$ cat src/hdl/mdr_pkg.sv
package mdr_pkg;

    // Register addresses
    localparam logic [7:0] ADDR_STATUS = 8'h32;
    localparam logic [7:0] ADDR_X_MSB  = 8'h33;
    localparam logic [7:0] ADDR_X_LSB  = 8'h34;
    localparam logic [7:0] ADDR_Y_MSB  = 8'h35;
    localparam logic [7:0] ADDR_Y_LSB  = 8'h36;
    localparam logic [7:0] ADDR_Z_MSB  = 8'h37;
    localparam logic [7:0] ADDR_Z_LSB  = 8'h38;

    // Status field positions
    localparam int BIT_XYZOW = 7;
    localparam int BIT_ZOW   = 6;
    localparam int BIT_YOW   = 5;
    localparam int BIT_XOW   = 4;
    localparam int BIT_XYZDR = 3;
    localparam int BIT_ZDR   = 2;
    localparam int BIT_YDR   = 1;
    localparam int BIT_XDR   = 0;

    // Axis indices
    localparam int AXIS_X = 0;
    localparam int AXIS_Y = 1;
    localparam int AXIS_Z = 2;

    // Values after reset, and the value read back from an unmapped address
    localparam logic [7:0]  STATUS_RESET = 8'h00;
    localparam logic [15:0] DATA_RESET   = 16'h0000;
    localparam logic [7:0]  UNMAPPED_VAL = 8'h00;

endpackage

$ cat src/hdl/mdr_axis.sv
`timescale 1ns/1ps

// One magnetometer axis: result holding register plus its ready and overwrite flags
module mdr_axis
(
    input  wire logic        mclk,
    input  wire logic        rst_b,
    input  wire logic        acq_done,
    input  wire logic [15:0] acq_data,
    input  wire logic        msb_read,
    output logic             ready,
    output logic             overwrite,
    output logic             ow_event,
    output logic [15:0]      data
);

    typedef struct packed
    {
        logic        ready;
        logic        overwrite;
        logic [15:0] data;
    } mdr_axis_type;

    mdr_axis_type st;
    mdr_axis_type next_st;

    ////////////////////////////////////////////////////////////////////////////////
    // A completion while ready is still set means the unread value is lost
    assign ow_event = acq_done & st.ready;

    always_comb
    begin
        next_st = st;
        // Clear first so that a completion in the same cycle wins
        if (msb_read)
        begin
            next_st.ready     = 1'b0;
            next_st.overwrite = 1'b0;
        end
        if (acq_done)
        begin
            next_st.data  = acq_data;
            next_st.ready = 1'b1;
            if (st.ready)
            begin
                next_st.overwrite = 1'b1;
            end
        end
    end

    always_ff @(posedge mclk or negedge rst_b)
    begin
        if (!rst_b)
        begin
            st <= '{ready: 1'b0, overwrite: 1'b0, data: mdr_pkg::DATA_RESET};
        end
        else
        begin
            st <= next_st;
        end
    end

    assign ready     = st.ready;
    assign overwrite = st.overwrite;
    assign data      = st.data;
endmodule

$ cat src/hdl/mdr_status.sv
`timescale 1ns/1ps

module mdr_status
(
    input  wire logic        mclk,
    input  wire logic        rst_b,
    input  wire logic [2:0]  acq_done,
    input  wire logic [15:0] acq_data_x,
    input  wire logic [15:0] acq_data_y,
    input  wire logic [15:0] acq_data_z,
    input  wire logic        rd_en,
    input  wire logic [7:0]  rd_addr,
    output logic [7:0]       rd_data,
    output logic [7:0]       mag_ready_status
);

    typedef struct packed
    {
        logic [7:0] rd_data;
        logic [2:0] set_done;
        logic [2:0] msb_seen;
        logic       xyzdr;
        logic       xyzow;
    } mdr_status_type;

    mdr_status_type st;
    mdr_status_type next_st;

    logic [2:0]  msb_read;
    logic [2:0]  ready;
    logic [2:0]  overwrite;
    logic [2:0]  ow_event;
    logic [15:0] data_x;
    logic [15:0] data_y;
    logic [15:0] data_z;
    logic        set_now;
    logic [2:0]  seen_now;
    logic [7:0]  status_word;

    function automatic logic is_read(input logic en, input logic [7:0] addr,
                                     input logic [7:0] target);
        is_read = en && (addr == target);
    endfunction

    ////////////////////////////////////////////////////////////////////////////////
    // High-byte reads are the clear strobes
    assign msb_read[mdr_pkg::AXIS_X] = is_read(rd_en, rd_addr, mdr_pkg::ADDR_X_MSB);
    assign msb_read[mdr_pkg::AXIS_Y] = is_read(rd_en, rd_addr, mdr_pkg::ADDR_Y_MSB);
    assign msb_read[mdr_pkg::AXIS_Z] = is_read(rd_en, rd_addr, mdr_pkg::ADDR_Z_MSB);

    mdr_axis u_axis_x
    (
        .mclk      (mclk),
        .rst_b     (rst_b),
        .acq_done  (acq_done[mdr_pkg::AXIS_X]),
        .acq_data  (acq_data_x),
        .msb_read  (msb_read[mdr_pkg::AXIS_X]),
        .ready     (ready[mdr_pkg::AXIS_X]),
        .overwrite (overwrite[mdr_pkg::AXIS_X]),
        .ow_event  (ow_event[mdr_pkg::AXIS_X]),
        .data      (data_x)
    );

    mdr_axis u_axis_y
    (
        .mclk      (mclk),
        .rst_b     (rst_b),
        .acq_done  (acq_done[mdr_pkg::AXIS_Y]),
        .acq_data  (acq_data_y),
        .msb_read  (msb_read[mdr_pkg::AXIS_Y]),
        .ready     (ready[mdr_pkg::AXIS_Y]),
        .overwrite (overwrite[mdr_pkg::AXIS_Y]),
        .ow_event  (ow_event[mdr_pkg::AXIS_Y]),
        .data      (data_y)
    );

    mdr_axis u_axis_z
    (
        .mclk      (mclk),
        .rst_b     (rst_b),
        .acq_done  (acq_done[mdr_pkg::AXIS_Z]),
        .acq_data  (acq_data_z),
        .msb_read  (msb_read[mdr_pkg::AXIS_Z]),
        .ready     (ready[mdr_pkg::AXIS_Z]),
        .overwrite (overwrite[mdr_pkg::AXIS_Z]),
        .ow_event  (ow_event[mdr_pkg::AXIS_Z]),
        .data      (data_z)
    );

    ////////////////////////////////////////////////////////////////////////////////
    // Status word built from live flag state, so a read is never stale
    always_comb
    begin
        status_word                       = mdr_pkg::STATUS_RESET;
        status_word[mdr_pkg::BIT_XYZOW]   = st.xyzow;
        status_word[mdr_pkg::BIT_ZOW]     = overwrite[mdr_pkg::AXIS_Z];
        status_word[mdr_pkg::BIT_YOW]     = overwrite[mdr_pkg::AXIS_Y];
        status_word[mdr_pkg::BIT_XOW]     = overwrite[mdr_pkg::AXIS_X];
        status_word[mdr_pkg::BIT_XYZDR]   = st.xyzdr;
        status_word[mdr_pkg::BIT_ZDR]     = ready[mdr_pkg::AXIS_Z];
        status_word[mdr_pkg::BIT_YDR]     = ready[mdr_pkg::AXIS_Y];
        status_word[mdr_pkg::BIT_XDR]     = ready[mdr_pkg::AXIS_X];
    end

    // A full set exists once every axis has completed since the last set
    assign set_now  = &(st.set_done | acq_done);
    assign seen_now = st.msb_seen | msb_read;

    always_comb
    begin
        next_st = st;

        // Register read port; the reply is taken at the same edge as any clear
        if (rd_en)
        begin
            unique case (rd_addr)
                mdr_pkg::ADDR_STATUS: next_st.rd_data = status_word;
                mdr_pkg::ADDR_X_MSB:  next_st.rd_data = data_x[15:8];
                mdr_pkg::ADDR_X_LSB:  next_st.rd_data = data_x[7:0];
                mdr_pkg::ADDR_Y_MSB:  next_st.rd_data = data_y[15:8];
                mdr_pkg::ADDR_Y_LSB:  next_st.rd_data = data_y[7:0];
                mdr_pkg::ADDR_Z_MSB:  next_st.rd_data = data_z[15:8];
                mdr_pkg::ADDR_Z_LSB:  next_st.rd_data = data_z[7:0];
                default:              next_st.rd_data = mdr_pkg::UNMAPPED_VAL;
            endcase
        end

        // Per-axis completion tracking toward a full set
        next_st.set_done = set_now ? 3'h0 : (st.set_done | acq_done);

        // High-byte read tracking; clears of the combined flags wait for all three
        next_st.msb_seen = seen_now;
        if (&seen_now)
        begin
            next_st.xyzdr    = 1'b0;
            next_st.xyzow    = 1'b0;
            next_st.msb_seen = 3'h0;
        end

        // Sets come last so they win over a clear in the same cycle
        if (set_now)
        begin
            next_st.xyzdr    = 1'b1;
            next_st.msb_seen = 3'h0;
        end
        if (|ow_event)
        begin
            next_st.xyzow    = 1'b1;
            next_st.msb_seen = 3'h0;
        end
    end

    always_ff @(posedge mclk or negedge rst_b)
    begin
        if (!rst_b)
        begin
            st <= '{rd_data: mdr_pkg::STATUS_RESET, set_done: 3'h0, msb_seen: 3'h0,
                    xyzdr: 1'b0, xyzow: 1'b0};
        end
        else
        begin
            st <= next_st;
        end
    end

    assign rd_data          = st.rd_data;
    assign mag_ready_status = status_word;
endmodule

$ cat config.mk
export PLATFORM = sky130hd
export DESIGN_NAME = mdr_status
export DESIGN_NICKNAME = d
export VERILOG_FILES = /design/src/hdl/mdr_pkg.sv /design/src/hdl/mdr_axis.sv /design/src/hdl/mdr_status.sv
export SDC_FILE = /design/constraint.sdc
export NUM_CORES = 1
export LEC_CHECK = 0
export ABC_AREA = 1
export CAP_MARGIN = 10
export CORE_MARGIN = 1
export CORE_UTILIZATION = 43
export DETAILED_ROUTE_END_ITERATION = 8
export DONT_BUFFER_PORTS = 1
export SLEW_MARGIN = 20
export SYNTH_ARGS = -nofsm -noshare
export SYNTH_HDL_FRONTEND = slang
export SYNTH_HIERARCHICAL = 1
export SYNTH_SLANG_ARGS = --single-unit
$ cat constraint.sdc
create_clock -name mclk -period 1.4 [get_ports mclk]
set_input_delay 0.28 -clock mclk [delete_from_list [all_inputs] [get_ports mclk]]
set_output_delay 0.28 -clock mclk [all_outputs]
set_load 0.02 [all_outputs]
# ---- Word-level counts from Yosys, hierarchy flattened
# Index checks and enable logic that the tools add are counted.
dict set report totals {
  ff_bits 70
  inputBits 62
  output_inout_bits 16
  wordCells 52
}
dict set report op_classes {
  eq_ne 7
  n_mux 15
  bitwise 5
  reduce_logical 11
}
# cell count
set op_table {}
lappend op_table {{8-bit by 6-bit equality test with 1-bit output (second input constant)} 7}
lappend op_table {{8-bit case mux with 7 select lines} 1}
lappend op_table {{18-bit two-way mux} 3}
lappend op_table {{2-bit nonzero test} 5}
lappend op_table {{2-bit two-way mux} 3}
lappend op_table {{3-bit two-way mux} 2}
lappend op_table {{3-bit OR} 2}
lappend op_table {{3-bit AND reduction} 2}
lappend op_table {{5-bit two-way mux} 1}
lappend op_table {{1-bit two-way mux} 4}
lappend op_table {{4-bit two-way mux} 1}
lappend op_table {{1-bit AND} 3}
lappend op_table {{1-bit logical AND} 3}
lappend op_table {{3-bit OR reduction} 1}

# ---- Longest topological paths before layout
# Gate-level depths: netlist of run 1.
dict set report logic_depth {
  ltp_word 7
  ltp_mapped 10
  depth_no_buf 9
}

# ---- Cells and area by module
# Netlist of run 1, hierarchy kept.
# module instances cells_each area_per_inst_um2 seq_area_each_um2
set modules_own_cells {}
lappend modules_own_cells {mdr_axis 3 77 715.7 450.4}
lappend modules_own_cells {mdr_status 1 232 1421.4 400.4}

# ---- Least setup slack after synthesis of run 1
# OpenSTA, ideal clock, no wires.
dict set report synth_path {
  kind {input-to-reg}
  start {input port rd_addr[6]}
  end {register st, in the netlist mag_ready_status[3]}
  setup_time_ns 0.128
  arrival_time_ns 1.078
  required_ns 1.272
  path_slack_ns 0.194
  stages 9
  path_buffers 1
  path_cell_list {inv_1 > nand2_2 > nor2_8 > buf_6 > nand2_1 > o21bai_2 > nand3_2 > nand2_1 > nand2_1}
}
dict set report synth_between {
  elab_chain_cells 5
  elab_cells_between_ends 9
  classes_between {eq/ne: 3; bitwise: 1; reduce/logical: 5}
}
# item line_no
set synth_rtl {}
lappend synth_rtl {{from (decl)} mdr_status.sv:12} ;# input wire logic [7:0] rd_addr,
lappend synth_rtl {{8-bit by 6-bit equality test with 1-bit output} mdr_status.sv:42} ;# is_read = en && (addr == target);
lappend synth_rtl {{1-bit logical AND} mdr_status.sv:42}
lappend synth_rtl {{3-bit OR (*)} mdr_status.sv:107} ;# assign seen_now = st.msb_seen | msb_read;
lappend synth_rtl {{3-bit AND reduction (*)} mdr_status.sv:133} ;# if (&seen_now)
lappend synth_rtl {{2-bit nonzero test (no line) (*)} n/a}
lappend synth_rtl {{to (signal assigned)} mdr_status.sv:157} ;# st <= '{rd_data: mdr_pkg::STATUS_RESET, set_done: 3'h0, msb_seen: 3'h0,
lappend synth_rtl {{to (signal assigned)} mdr_status.sv:162} ;# st <= next_st;
lappend synth_rtl {{to (decl)} mdr_status.sv:26} ;# mdr_status_type st;
# Mark *: on every way between the ends. The rest lies on a longest branch, timed or not.
# A chain may end at the register's enable or synchronous reset.

==> run summary, run 1 <==
Outcome - finished with violations
Synthesis-stage register bit count - 70
Final setup fails - 0
R2R Path End - st[2]$_DFF_PN0_
Slew Viols, Final - 0
Fin crit share - 87.4%
Postcts setup bufs - 0
PwrDens - 1070 nW/um^2
Die W - 93.1 microns
Worst setup SP type - flop
Asr flop ratio synth - 100%
Leak - 2.06 nW
Reg area - 1750 sq um
Max-cap violations - 0
Port bufs - 0
Clk pin slew, worst setup/hold paths - 0.07 ns
WHS - -0.369 ns
Total CTS buffers - 9
Post-Synthesis Cells - 463
Post-route DRC - 0
Worst reg-to-reg path cell count - 7
Top cell type's share of synthesized area - 49.1%
Fin area - 3680 sq um
Final hold vios - 70
Relative slew margins - 69.7%
Crit path max fanout - 3
Main area contributors after synthesis - dfrtp_1 49%, nand2_1 23%, nand3_1 6.7%, nor2_1 3.6%, inv_1 2.8%
Clock tree root buffer cell - clkbuf_8
Iter 0 DRT Violations - 199
N_diodes - 0
Failing checks - hold timing
Antenna violations before repair - 0
Largest net degree at the start of global routing - 71
Post-synthesis cell area - 3570 sq um
WL final - 8330 microns
Mapped Nets - 525
Final min period - 1.22 ns
Synth Area in Adders - 0%
Post-Synth XOR/XNOR Area - 0%
Max Clk Rate - 817 MHz
Die H - 93.1 microns
Vias - 2780
Crit end category - flop
Filler cells - 816
Share of cells above drive strength 1 - 11.1%
Hpwl dp - 6160 microns
Antenna-violating nets left - 0
Avg Synthesized Cell Area - 7.71 sq um
Mux share of post-synthesis cell area - 0%
Fin Clk Skew - 0.00616 ns
Nets - 517
Row count - 32
Max VDD drop - 0.000429 V
Clock latency on the worst-skew pair - 0.34 ns
Synth area leader - dfrtp_1
Reg2reg start - u_axis_y/ready$_DFFE_PN0P_
Gr ovfl total - 0
Post-synthesis compound-gate area fraction - 1.51%
GR Util All Layers - 21.4%
Detailed-route vias per instance - 4.96
First-pass DRT Iterations - 5
Worst EP arrival - 1.51 ns
Area post-placement - 3530 sq um
CTS tree - done
First-pass GRT wire length - 13900 microns
Crit Path Class - flop to flop
H-tree Lvls - 3
Unique masters post-synth - 25
Vias in the first global route - 2804
Largest family of logic cells by synthesized area - simple AND/OR/NAND/NOR gates
Area grow syn2layout - 3.16%
Resized cells post-CTS - 0
Post-synthesis sequential area ratio - 49.1%
Main synth FF type - dfrtp_1
Slew @ Worst Pin - 0.452 ns
Hold Path Class - input pin to asynchronous set/reset pin
GP Congestion - 0.804
Multi-input logic area - 1440 sq um
Sink Count - 70
Core area - 7890 sq um
Yosys warnings - 6
Synth Area in Simple Gates - 38.7%
EDFF count, synth - 0
Final TNS setup - 0 ns
WL per Instance - 14.9 microns
I/O pin total - 78
Clk buf depth - 2
Worst Path Required - 1.68 ns
Initial core utilization - 45.2%
Reg-to-reg slack, setup - 0.18 ns
Die area - 8670 sq um
RSZ-0062 raised after global routing - false
==> worst max-delay path by stage <==
| stage | startpoint | end | slack (ns) | cells past startpoint |
|---|---|---|---|---|
| 4_1_cts | u_axis_y/ready$_DFFE_PN0P_ | st[4]$_DFF_PN0_ | 0.20 | 6 |
| 6_report | u_axis_y/ready$_DFFE_PN0P_ | st[2]$_DFF_PN0_ | 0.18 | 7 |
| 3_5_place_dp | rd_addr[3] | mag_ready_status[7]$_DFFE_PN0P_ | 0.09 | 8 |
| 3_3_place_gp | rd_addr[1] | rd_data[5]$_DFFE_PN0P_ | 0.05 | 9 |
| 2_1_floorplan | rd_addr[6] | mag_ready_status[3]$_DFFE_PN0P_ | 0.19 | 9 |
| 5_1_grt | st[7]$_DFF_PN0_ | st[2]$_DFF_PN0_ | 0.003 | 5 |
==> logic make-up (layout without fill, tap and decap cells) <==
logic type	Yosys count	in the layout
compound gates	6	6
buf+inv	59	54
flops	70	70
simple gates	328	328
==> metal layers <==
| metal | up-vias | track usage (%) | routed length (microns) |
|---|---|---|---|
| li1 | 1389 | - | - |
| met1 | 1298 | 29.6 | 3950 |
| met2 | 81 | 32.1 | 3750 |
| met3 | 12 | 6.02 | 494 |
| met4 | 0 | 7.56 | 131 |
| met5 | - | 0 | 0 |
==> cell usage after synthesis, types with 2 or more instances <==
| master | instances |
|---|---|
| inv_1 | 27 |
| inv_2 | 3 |
| nand2_2 | 15 |
| nor2_4 | 2 |
| buf_4 | 10 |
| buf_2 | 5 |
| nand2_1 | 221 |
| inv_8 | 3 |
| nor2_1 | 34 |
| nor2_2 | 4 |
| clkbuf_8 | 3 |
| nand3_1 | 48 |
| buf_6 | 4 |
| buf_8 | 3 |
| dfrtp_1 | 70 |
| a21oi_1 | 2 |
==> critical path: stages (launching register included) <==
cell and delay [ns]:
dfrtp_1 0.38, nand2_1 0.12, inv_1 0.05, nor3_1 0.25, nand2_1 0.13, nor2_1 0.13
nand2_1 0.06, inv_1 0.05
==> per-stage QoR <==
| step | util (%) | std cells | hold slack (ns) | power (mW) | setup slack, ns |
|---|---|---|---|---|---|
| 2_1_floorplan | - | 463 | -0.0156 | 2.57 | 0.194 |
| 3_3_place_gp | 44.7 | 546 | -0.0131 | 2.60 | 0.0548 |
| 3_5_place_dp | 44.7 | 546 | -0.0124 | 2.61 | 0.0867 |
| 4_1_cts | 46.7 | 560 | -0.387 | 3.98 | 0.200 |
| 5_1_grt | 46.7 | 560 | -0.396 | 4.13 | 0.00325 |
| 6_report | 46.7 | 560 | -0.369 | 3.95 | 0.176 |
==> flip-flops by register name (all words and copies together), names as in the netlist <==
| register | flops |
|---|---|
| u_axis_x/data | 16 |
| u_axis_x/overwrite | 1 |
| u_axis_y/data | 16 |
| u_axis_y/overwrite | 1 |
| mag_ready_status | 2 |
| u_axis_x/ready | 1 |
| u_axis_y/ready | 1 |
| st | 6 |
| u_axis_z/overwrite | 1 |
| rd_data | 8 |
| u_axis_z/data | 16 |
| u_axis_z/ready | 1 |
==> cell usage in the layout (no fill, tap or decap), drive strengths merged <==
master  instances
nand2         236
nor2           41
clkinv          2
nand3b          1
nor3            1
buf             7
clkbuf         12
a21oi           2
dfrtp          70
inv            33
nand3          49
o21bai          2
o21ai           2
==> layout make-up <==
class	count	area share (%)
clock inverter	2	0.272
tap	102	3.47
sequential	70	47.6
timing repair buffer	7	1.77
clock buffer	12	3.94
multi-input combinational	334	39.0
inverter	33	3.98
==> where the power goes <==
| part | internal, mW | switching (mW) | total [mW] |
|---|---|---|---|
| combinational | 0.107 | 0.190 | 0.297 |
| clock | 0.667 | 0.713 | 1.38 |
| sequential | 2.17 | 0.0972 | 2.27 |
(Power assumes the default switching activity.)
==> inputs of run 2 (changes only) <==
--- a/config.mk
+++ b/config.mk
@@ -11,6 +11,7 @@
 export CORE_UTILIZATION = 43
 export DETAILED_ROUTE_END_ITERATION = 8
 export DONT_BUFFER_PORTS = 1
+export MAX_ROUTING_LAYER = met4
 export SLEW_MARGIN = 20
 export SYNTH_ARGS = -nofsm -noshare
 export SYNTH_HDL_FRONTEND = slang
==> constraint.sdc (replaced) <==
create_clock -name mclk -period 1.1 [get_ports mclk]
set_input_delay 0.22 -clock mclk [delete_from_list [all_inputs] [get_ports mclk]]
set_output_delay 0.22 -clock mclk [all_outputs]
set_load 0.02 [all_outputs]
==> run 2 against run 1 <==
  * The flow finishes with violations (hold timing, setup timing)
  * Worst hold slack got worse by 0.064 ns
  * Non-clock buffer count rose by 63
  * Wire length rose by 7.5%
  * Design area rose by 19%
  * Global-route usage rose by 1.7 points
  * Count of clock-buffer cells in the layout rose by 2
  * Die area did not move
  * Setup slack got worse by 0.28 ns
  * Highest routed layer unchanged
==> run summary, run 2 (synthesized netlist as in run 1, its figures left out) <==
Worst Setup SP - acq_done[2] (was u_axis_y/ready$_DFFE_PN0P_)
Final hold vios - 72 (was 70)
WL per Instance - 14.3 microns (was 14.9 microns)
Final setup fails - 13 (was 0)
Filler cells - 741 (was 816)
Max Clk Rate - 832 MHz
Relative slew margins - 59.4% (was 69.7%)
I/O pin total - 78 (unchanged)
Leak - 2.38 nW (was 2.06 nW)
Clock tree root buffer cell - clkbuf_8 (unchanged)
First-pass DRT Iterations - 4 (was 5)
Failing checks - hold timing, setup timing (was hold timing)
Die area - 8670 sq um (unchanged)
Total CTS buffers - 9 (unchanged)
Slew Viols, Final - 0 (unchanged)
Net switching power - 1.36 mW (was 1.00 mW)
Final TNS setup - -0.526 ns (was 0 ns)
Commonest non-fill, non-tap cells in the layout - 218 x nand2_1, 67 x dfrtp_1, 46 x nand3_1 (was 221 x nand2_1, 70 x dfrtp_1, 48 x nand3_1)
Worst setup SP type - input pin (was flop)
Post-route DRC - 0 (unchanged)
Initial core utilization - 45.2% (unchanged)
Area grow syn2layout - 22.4% (was 3.16%)
Multi-input logic area - 1480 sq um (was 1440 sq um)
Most common cell after layout, fill and taps aside - nand2_1 (unchanged)
Port bufs - 0 (unchanged)
Share of cells above drive strength 1 - 17.6% (was 11.1%)
Hpwl dp - 6210 microns (was 6160 microns)
Antenna violations before repair - 0 (unchanged)
Crit end category - flop (unchanged)
Clk pin slew, worst setup/hold paths - 0.08 ns (was 0.07 ns)
Vias - 3005 (was 2780)
First-pass GRT wire length - 14500 microns (was 13900 microns)
Post-layout worst setup margin - -0.101 ns (was 0.176 ns)
Antenna-violating nets left - 0 (unchanged)
H-tree Lvls - 3 (unchanged)
Core area - 7890 sq um (unchanged)
GR Util All Layers - 23.0% (was 21.4%)
Clk buf depth - 2 (unchanged)
Worst EP arrival - 1.45 ns (was 1.51 ns)
Placed Cells - 563 (was 546)
Share of total power in the clock network - 35.4% (was 35.0%)
Largest net degree at the start of global routing - 71 (unchanged)
Outcome - finished with violations (unchanged)
Reg area - 1760 sq um (was 1750 sq um)
Worst Path Required - 1.35 ns (was 1.68 ns)
Hold Path Class - input pin to asynchronous set/reset pin (unchanged)
Row count - 32 (unchanged)
Fin Clk Skew - 0.00993 ns (was 0.00616 ns)
Final min period - 1.20 ns
Clock latency on the worst-skew pair - 0.35 ns (was 0.34 ns)
Fin cells - 624 (was 560)
Fin crit share - 109%
Vias in the first global route - 2877 (was 2804)
Sequential share of power - 53.6% (was 57.5%)
RSZ-0062 raised after global routing - true (was false)
Sink Count - 70 (unchanged)
N_diodes - 0 (unchanged)
GP Congestion - 0.861 (was 0.804)
Crit Path Class - input pin to flop (was flop to flop)
Gr ovfl total - 0 (unchanged)
Max-cap violations - 0 (unchanged)
Comb pwr share - 11.0% (was 7.5%)
CTS tree - done (unchanged)
PwrDens - 1230 nW/um^2 (was 1070 nW/um^2)
Internal power consumption - 4.03 mW (was 2.95 mW)
Switching Share - 25.2% (was 25.3%)
Final core utilization - 55.4% (was 46.7%)
WHS - -0.433 ns (was -0.369 ns)
Die H - 93.1 microns (unchanged)
Max VDD drop - 0.000593 V (was 0.000429 V)
Die W - 93.1 microns (unchanged)
Place WS - -0.161 ns (was 0.0867 ns)
Slew @ Worst Pin - 0.609 ns (was 0.452 ns)
Reg2reg start - u_axis_z/ready$_DFFE_PN0P_ (was u_axis_y/ready$_DFFE_PN0P_)
Iter 0 DRT Violations - 176 (was 199)
Crit path max fanout - 19 (was 3)
WL final - 8950 microns (was 8330 microns)
Nets - 580 (was 517)
Detailed-route vias per instance - 4.82 (was 4.96)
Tot Pwr - 5.39 mW (was 3.95 mW)
run 2: cell types whose count changed in the layout (fill, tap and decap cells not counted), moves of 3 or more:
cell	delta
buf_4	+14
dfrtp_1	-3
dfrtp_2	+3
dlygate4sd3_1	+37
nand2_1	-3
buf_6	+11
run 2: critical path, cell delays in order:
cell	delay, ns
dlygate4sd3_1	0.64
nand2_4	0.10
inv_2	0.04
nor3_4	0.18
buf_4	0.13
buf_4	0.09
nand2_1	0.04
run 2: what timing repair did:
action	4_1_cts	5_1_grt
endpoints found under the setup margin	13	37
buffers inserted	7	1
pin swaps	1	15
endpoints found under the hold margin	112	73
hold buffers	36	2
resized for setup	12	14
run 2: final timing paths:
check | end | slack, ns | cells past startpoint
max | mag_ready_status[7]$_DFFE_PN0P_ | -0.10 | 7
max in group asynchronous | u_axis_y/data[0]$_DFFE_PN0P_ | 1.40 | 0
min in group mclk | u_axis_z/data[0]$_DFFE_PN0P_ | 0 | 2
min | rd_data[0]$_DFFE_PN0P_ | -0.43 | 0
min reg2reg | u_axis_y/data[0]$_DFFE_PN0P_ | 0.48 | 2
max reg2reg | mag_ready_status[7]$_DFFE_PN0P_ | -0.08 | 7
run 2: per-stage QoR:
stage,area [sq um],hold WS [ns]
detailed placement,3660,-0.0726
finish,4370,-0.433
CTS,4290,-0.448
floorplan,3580,-0.0756
global route,4370,-0.459
global placement,3660,-0.0733
run 2: layer usage:
layer / vias up / GRT usage [%] / wire length, microns
li1: 1517 / - / -
met1: 1390 / 30.6 / 4010
met2: 86 / 35.1 / 4170
met3: 12 / 5.61 / 632
met4: 0 / 6.92 / 137
met5: - / - / 0
run 2: final cells by class:
| type | instances | area share, % |
|---|---|---|
| Sequential cell | 70 | 40.2 |
| Multi-Input combinational cell | 334 | 34.0 |
| Timing Repair Buffer | 70 | 15.5 |
| Clock buffer | 14 | 3.95 |
| Inverter | 33 | 3.35 |
| Tap cell | 102 | 2.92 |
| Clock inverter | 1 | 0.115 |
run 2: power groups by stage:
stage / Clock (mW) / Sequential (mW) / Combinational [mW]
4_1_cts: 1.95 / 2.89 / 0.544
3_5_place_dp: 0 / 2.93 / 0.416
3_3_place_gp: 0 / 2.93 / 0.406
2_1_floorplan: 0 / 2.89 / 0.390
5_1_grt: 2.07 / 2.91 / 0.665
6_report: 1.91 / 2.89 / 0.592
==> inputs of run 3 (changes only) <==
==> constraint.sdc (replaced) <==
create_clock -name mclk -period 1.05 [get_ports mclk]
set_input_delay 0.21 -clock mclk [delete_from_list [all_inputs] [get_ports mclk]]
set_output_delay 0.21 -clock mclk [all_outputs]
set_load 0.02 [all_outputs]
==> run 3 against run 2 <==
  * The flow still finishes with violations (hold timing, setup timing)
  * Global-route usage up 0.082 points
  * Non-clock buffer count up 18
  * Sequential cell count unchanged
  * Clock skew down 0.0010 ns
==> run summary, run 3 (synthesized netlist as in run 1, its figures left out) <==
Detailed-route vias per instance - 4.78 (was 4.82)
Worst Path Required - 0.84 ns (was 1.35 ns)
H-tree Lvls - 3 (unchanged)
Slew Viols, Final - 0 (unchanged)
Commonest non-fill, non-tap cells in the layout - 210 x nand2_1, 61 x dfrtp_1, 53 x dlygate4sd3_1 (was 218 x nand2_1, 67 x dfrtp_1, 46 x nand3_1)
Most common cell after layout, fill and taps aside - nand2_1 (unchanged)
Final min period - 1.21 ns
Crit Path Class - flop to output pin (was input pin to flop)
Post-layout worst setup margin - -0.163 ns (was -0.101 ns)
Max Clk Rate - 825 MHz
Fin crit share - 116%
Placed Cells - 565 (was 563)
Largest net degree at the start of global routing - 71 (unchanged)
Final TNS setup - -0.761 ns (was -0.526 ns)
Hpwl dp - 6170 microns (was 6210 microns)
End of the critical path - mag_ready_status[2] (was mag_ready_status[7]$_DFFE_PN0P_)
Busiest grt layer - met2 (unchanged)
Post-route DRC - 0 (unchanged)
Max-cap violations - 0 (unchanged)
RSZ-0062 raised after global routing - true (unchanged)
CTS tree - done (unchanged)
Sink Count - 70 (unchanged)
Reg area - 1760 sq um (about the same)
WL final - 8990 microns (was 8950 microns)
Final core utilization - 60.1% (was 55.4%)
Antenna-violating nets left - 0 (unchanged)
Die W - 93.1 microns (unchanged)
Crit end category - output pin (was flop)
Antenna violations before repair - 0 (unchanged)
Clk pin slew, worst setup/hold paths - 0.08 ns (about the same)
Worst setup SP type - flop (was input pin)
Crit path max fanout - 2 (was 19)
WL per Instance - 14.0 microns (was 14.3 microns)
Row count - 32 (unchanged)
Relative slew margins - 62.3% (was 59.4%)
Worst Setup SP - u_axis_z/ready$_DFFE_PN0P_ (was acq_done[2])
Outcome - finished with violations (unchanged)
First-pass DRT Iterations - 4 (unchanged)
Initial core utilization - 45.2% (unchanged)
Worst EP arrival - 1.00 ns (was 1.45 ns)
First-pass GRT wire length - 14700 microns (was 14500 microns)
Failing checks - hold timing, setup timing (unchanged)
Multi-input logic area - 1590 sq um (was 1480 sq um)
Nets - 598 (was 580)
Worst reg-to-reg path cell count - 6 (was 7)
Vias in the first global route - 3084 (was 2877)
WHS - -0.455 ns (was -0.433 ns)
Fin Clk Skew - 0.00892 ns (was 0.00993 ns)
Total CTS buffers - 9 (unchanged)
Die area - 8670 sq um (unchanged)
I/O pin total - 78 (unchanged)
Final hold vios - 70 (was 72)
Slew @ Worst Pin - 0.564 ns (was 0.609 ns)
Clock latency on the worst-skew pair - 0.36 ns (was 0.35 ns)
Max VDD drop - 0.000766 V (was 0.000593 V)
Clock tree root buffer cell - clkbuf_8 (unchanged)
Port bufs - 0 (unchanged)
PwrDens - 1290 nW/um^2 (was 1230 nW/um^2)
R2R Path End - st[4]$_DFF_PN0_ (was mag_ready_status[7]$_DFFE_PN0P_)
Final setup fails - 13 (unchanged)
Met1 Use GR - 29.0% (was 30.6%)
Hold Path Class - input pin to asynchronous set/reset pin (unchanged)
Area grow syn2layout - 32.9% (was 22.4%)
GP Congestion - 0.859 (was 0.861)
Gr ovfl total - 0 (unchanged)
Vias - 3072 (was 3005)
Share of cells above drive strength 1 - 23.5% (was 17.6%)
Reg-to-reg slack, setup - -0.09 ns (was -0.08 ns)
N_diodes - 0 (unchanged)
Clk buf depth - 2 (unchanged)
Fin cells - 643 (was 624)
Leak - 2.47 nW (was 2.38 nW)
M2 GR Usage - 38.4% (was 35.1%)
Filler cells - 719 (was 741)
Grt met3 use - 4.23% (was 5.61%)
Iter 0 DRT Violations - 101 (was 176)
Core area - 7890 sq um (unchanged)
Reg2reg start - u_axis_x/ready$_DFFE_PN0P_ (was u_axis_z/ready$_DFFE_PN0P_)
Die H - 93.1 microns (unchanged)
GR Util All Layers - 23.1% (was 23.0%)
## run 3: changes by cell type in the layout (fill, tap and decap cells not counted), sizes merged
cell,previous run,this run
clkbuf,14,9
bufinv,0,2
buf,32,34
inv,33,34
clkinvlp,0,2
dlygate4sd3,37,53
clkinv,1,2
## run 3: worst max-delay path, cell delays in order (launching register included)
cell	delay, ns
dfrtp_1	0.41
buf_6	0.13
buf_6	0.12
## run 3: worst min path at each step
stage               start                              end  slack, ns
floorplan           rst_b  mag_ready_status[3]$_DFFE_PN0P_      -0.09
global placement    rst_b     u_axis_z/data[6]$_DFFE_PN0P_      -0.08
detailed placement  rst_b     u_axis_z/data[2]$_DFFE_PN0P_      -0.08
CTS                 rst_b     u_axis_y/data[5]$_DFFE_PN0P_      -0.47
global route        rst_b     u_axis_y/data[3]$_DFFE_PN0P_      -0.48
finish              rst_b     u_axis_x/data[2]$_DFFE_PN0P_      -0.45
## run 3: what timing repair did
item | 4_1_cts | 5_1_grt
endpoints found under the hold margin | 129 | 86
gates resized for setup | 17 | 39
setup buffers | 7 | 2
hold buffers | 53 | 1
endpoints found under the setup margin | 19 | 44
pin swaps | 2 | 20
## run 3: where the power goes
part	switching, mW	leakage [nW]	total, mW	internal [mW]
clock network	1.06	0.106	2.41	1.34
registers	0.137	0.832	3.03	2.90
logic	0.346	1.53	0.696	0.350
## run 3: area by class of cell
cell class	count	area share, %
clock inverters	7	2.06
clock buffers	9	2.61
inverters	33	3.75
well taps	102	2.69
repair buffers	88	18.2
flip-flops and latches	70	37.2
multi-input cells	334	33.5
## run 3: through the flow
| stage | hold WS [ns] | worst slack (ns) | power [mW] | cell area, sq um |
|---|---|---|---|---|
| after floorplan | -0.0856 | -0.0585 | 3.45 | 3650 |
| after global placement | -0.0839 | -0.225 | 3.52 | 3760 |
| after detailed placement | -0.0840 | -0.274 | 3.53 | 3760 |
| after CTS | -0.472 | -0.160 | 6.13 | 4610 |
| after global routing | -0.476 | -0.194 | 6.40 | 4740 |
| final | -0.455 | -0.163 | 6.14 | 4740 |
## run 3: routing by layer
metal / vias up / part of all wire (%)
li1: 1549 / -
met1: 1437 / 46
met2: 74 / 49
met3: 12 / 4.2
met4: 0 / 1.6
met5: - / 0
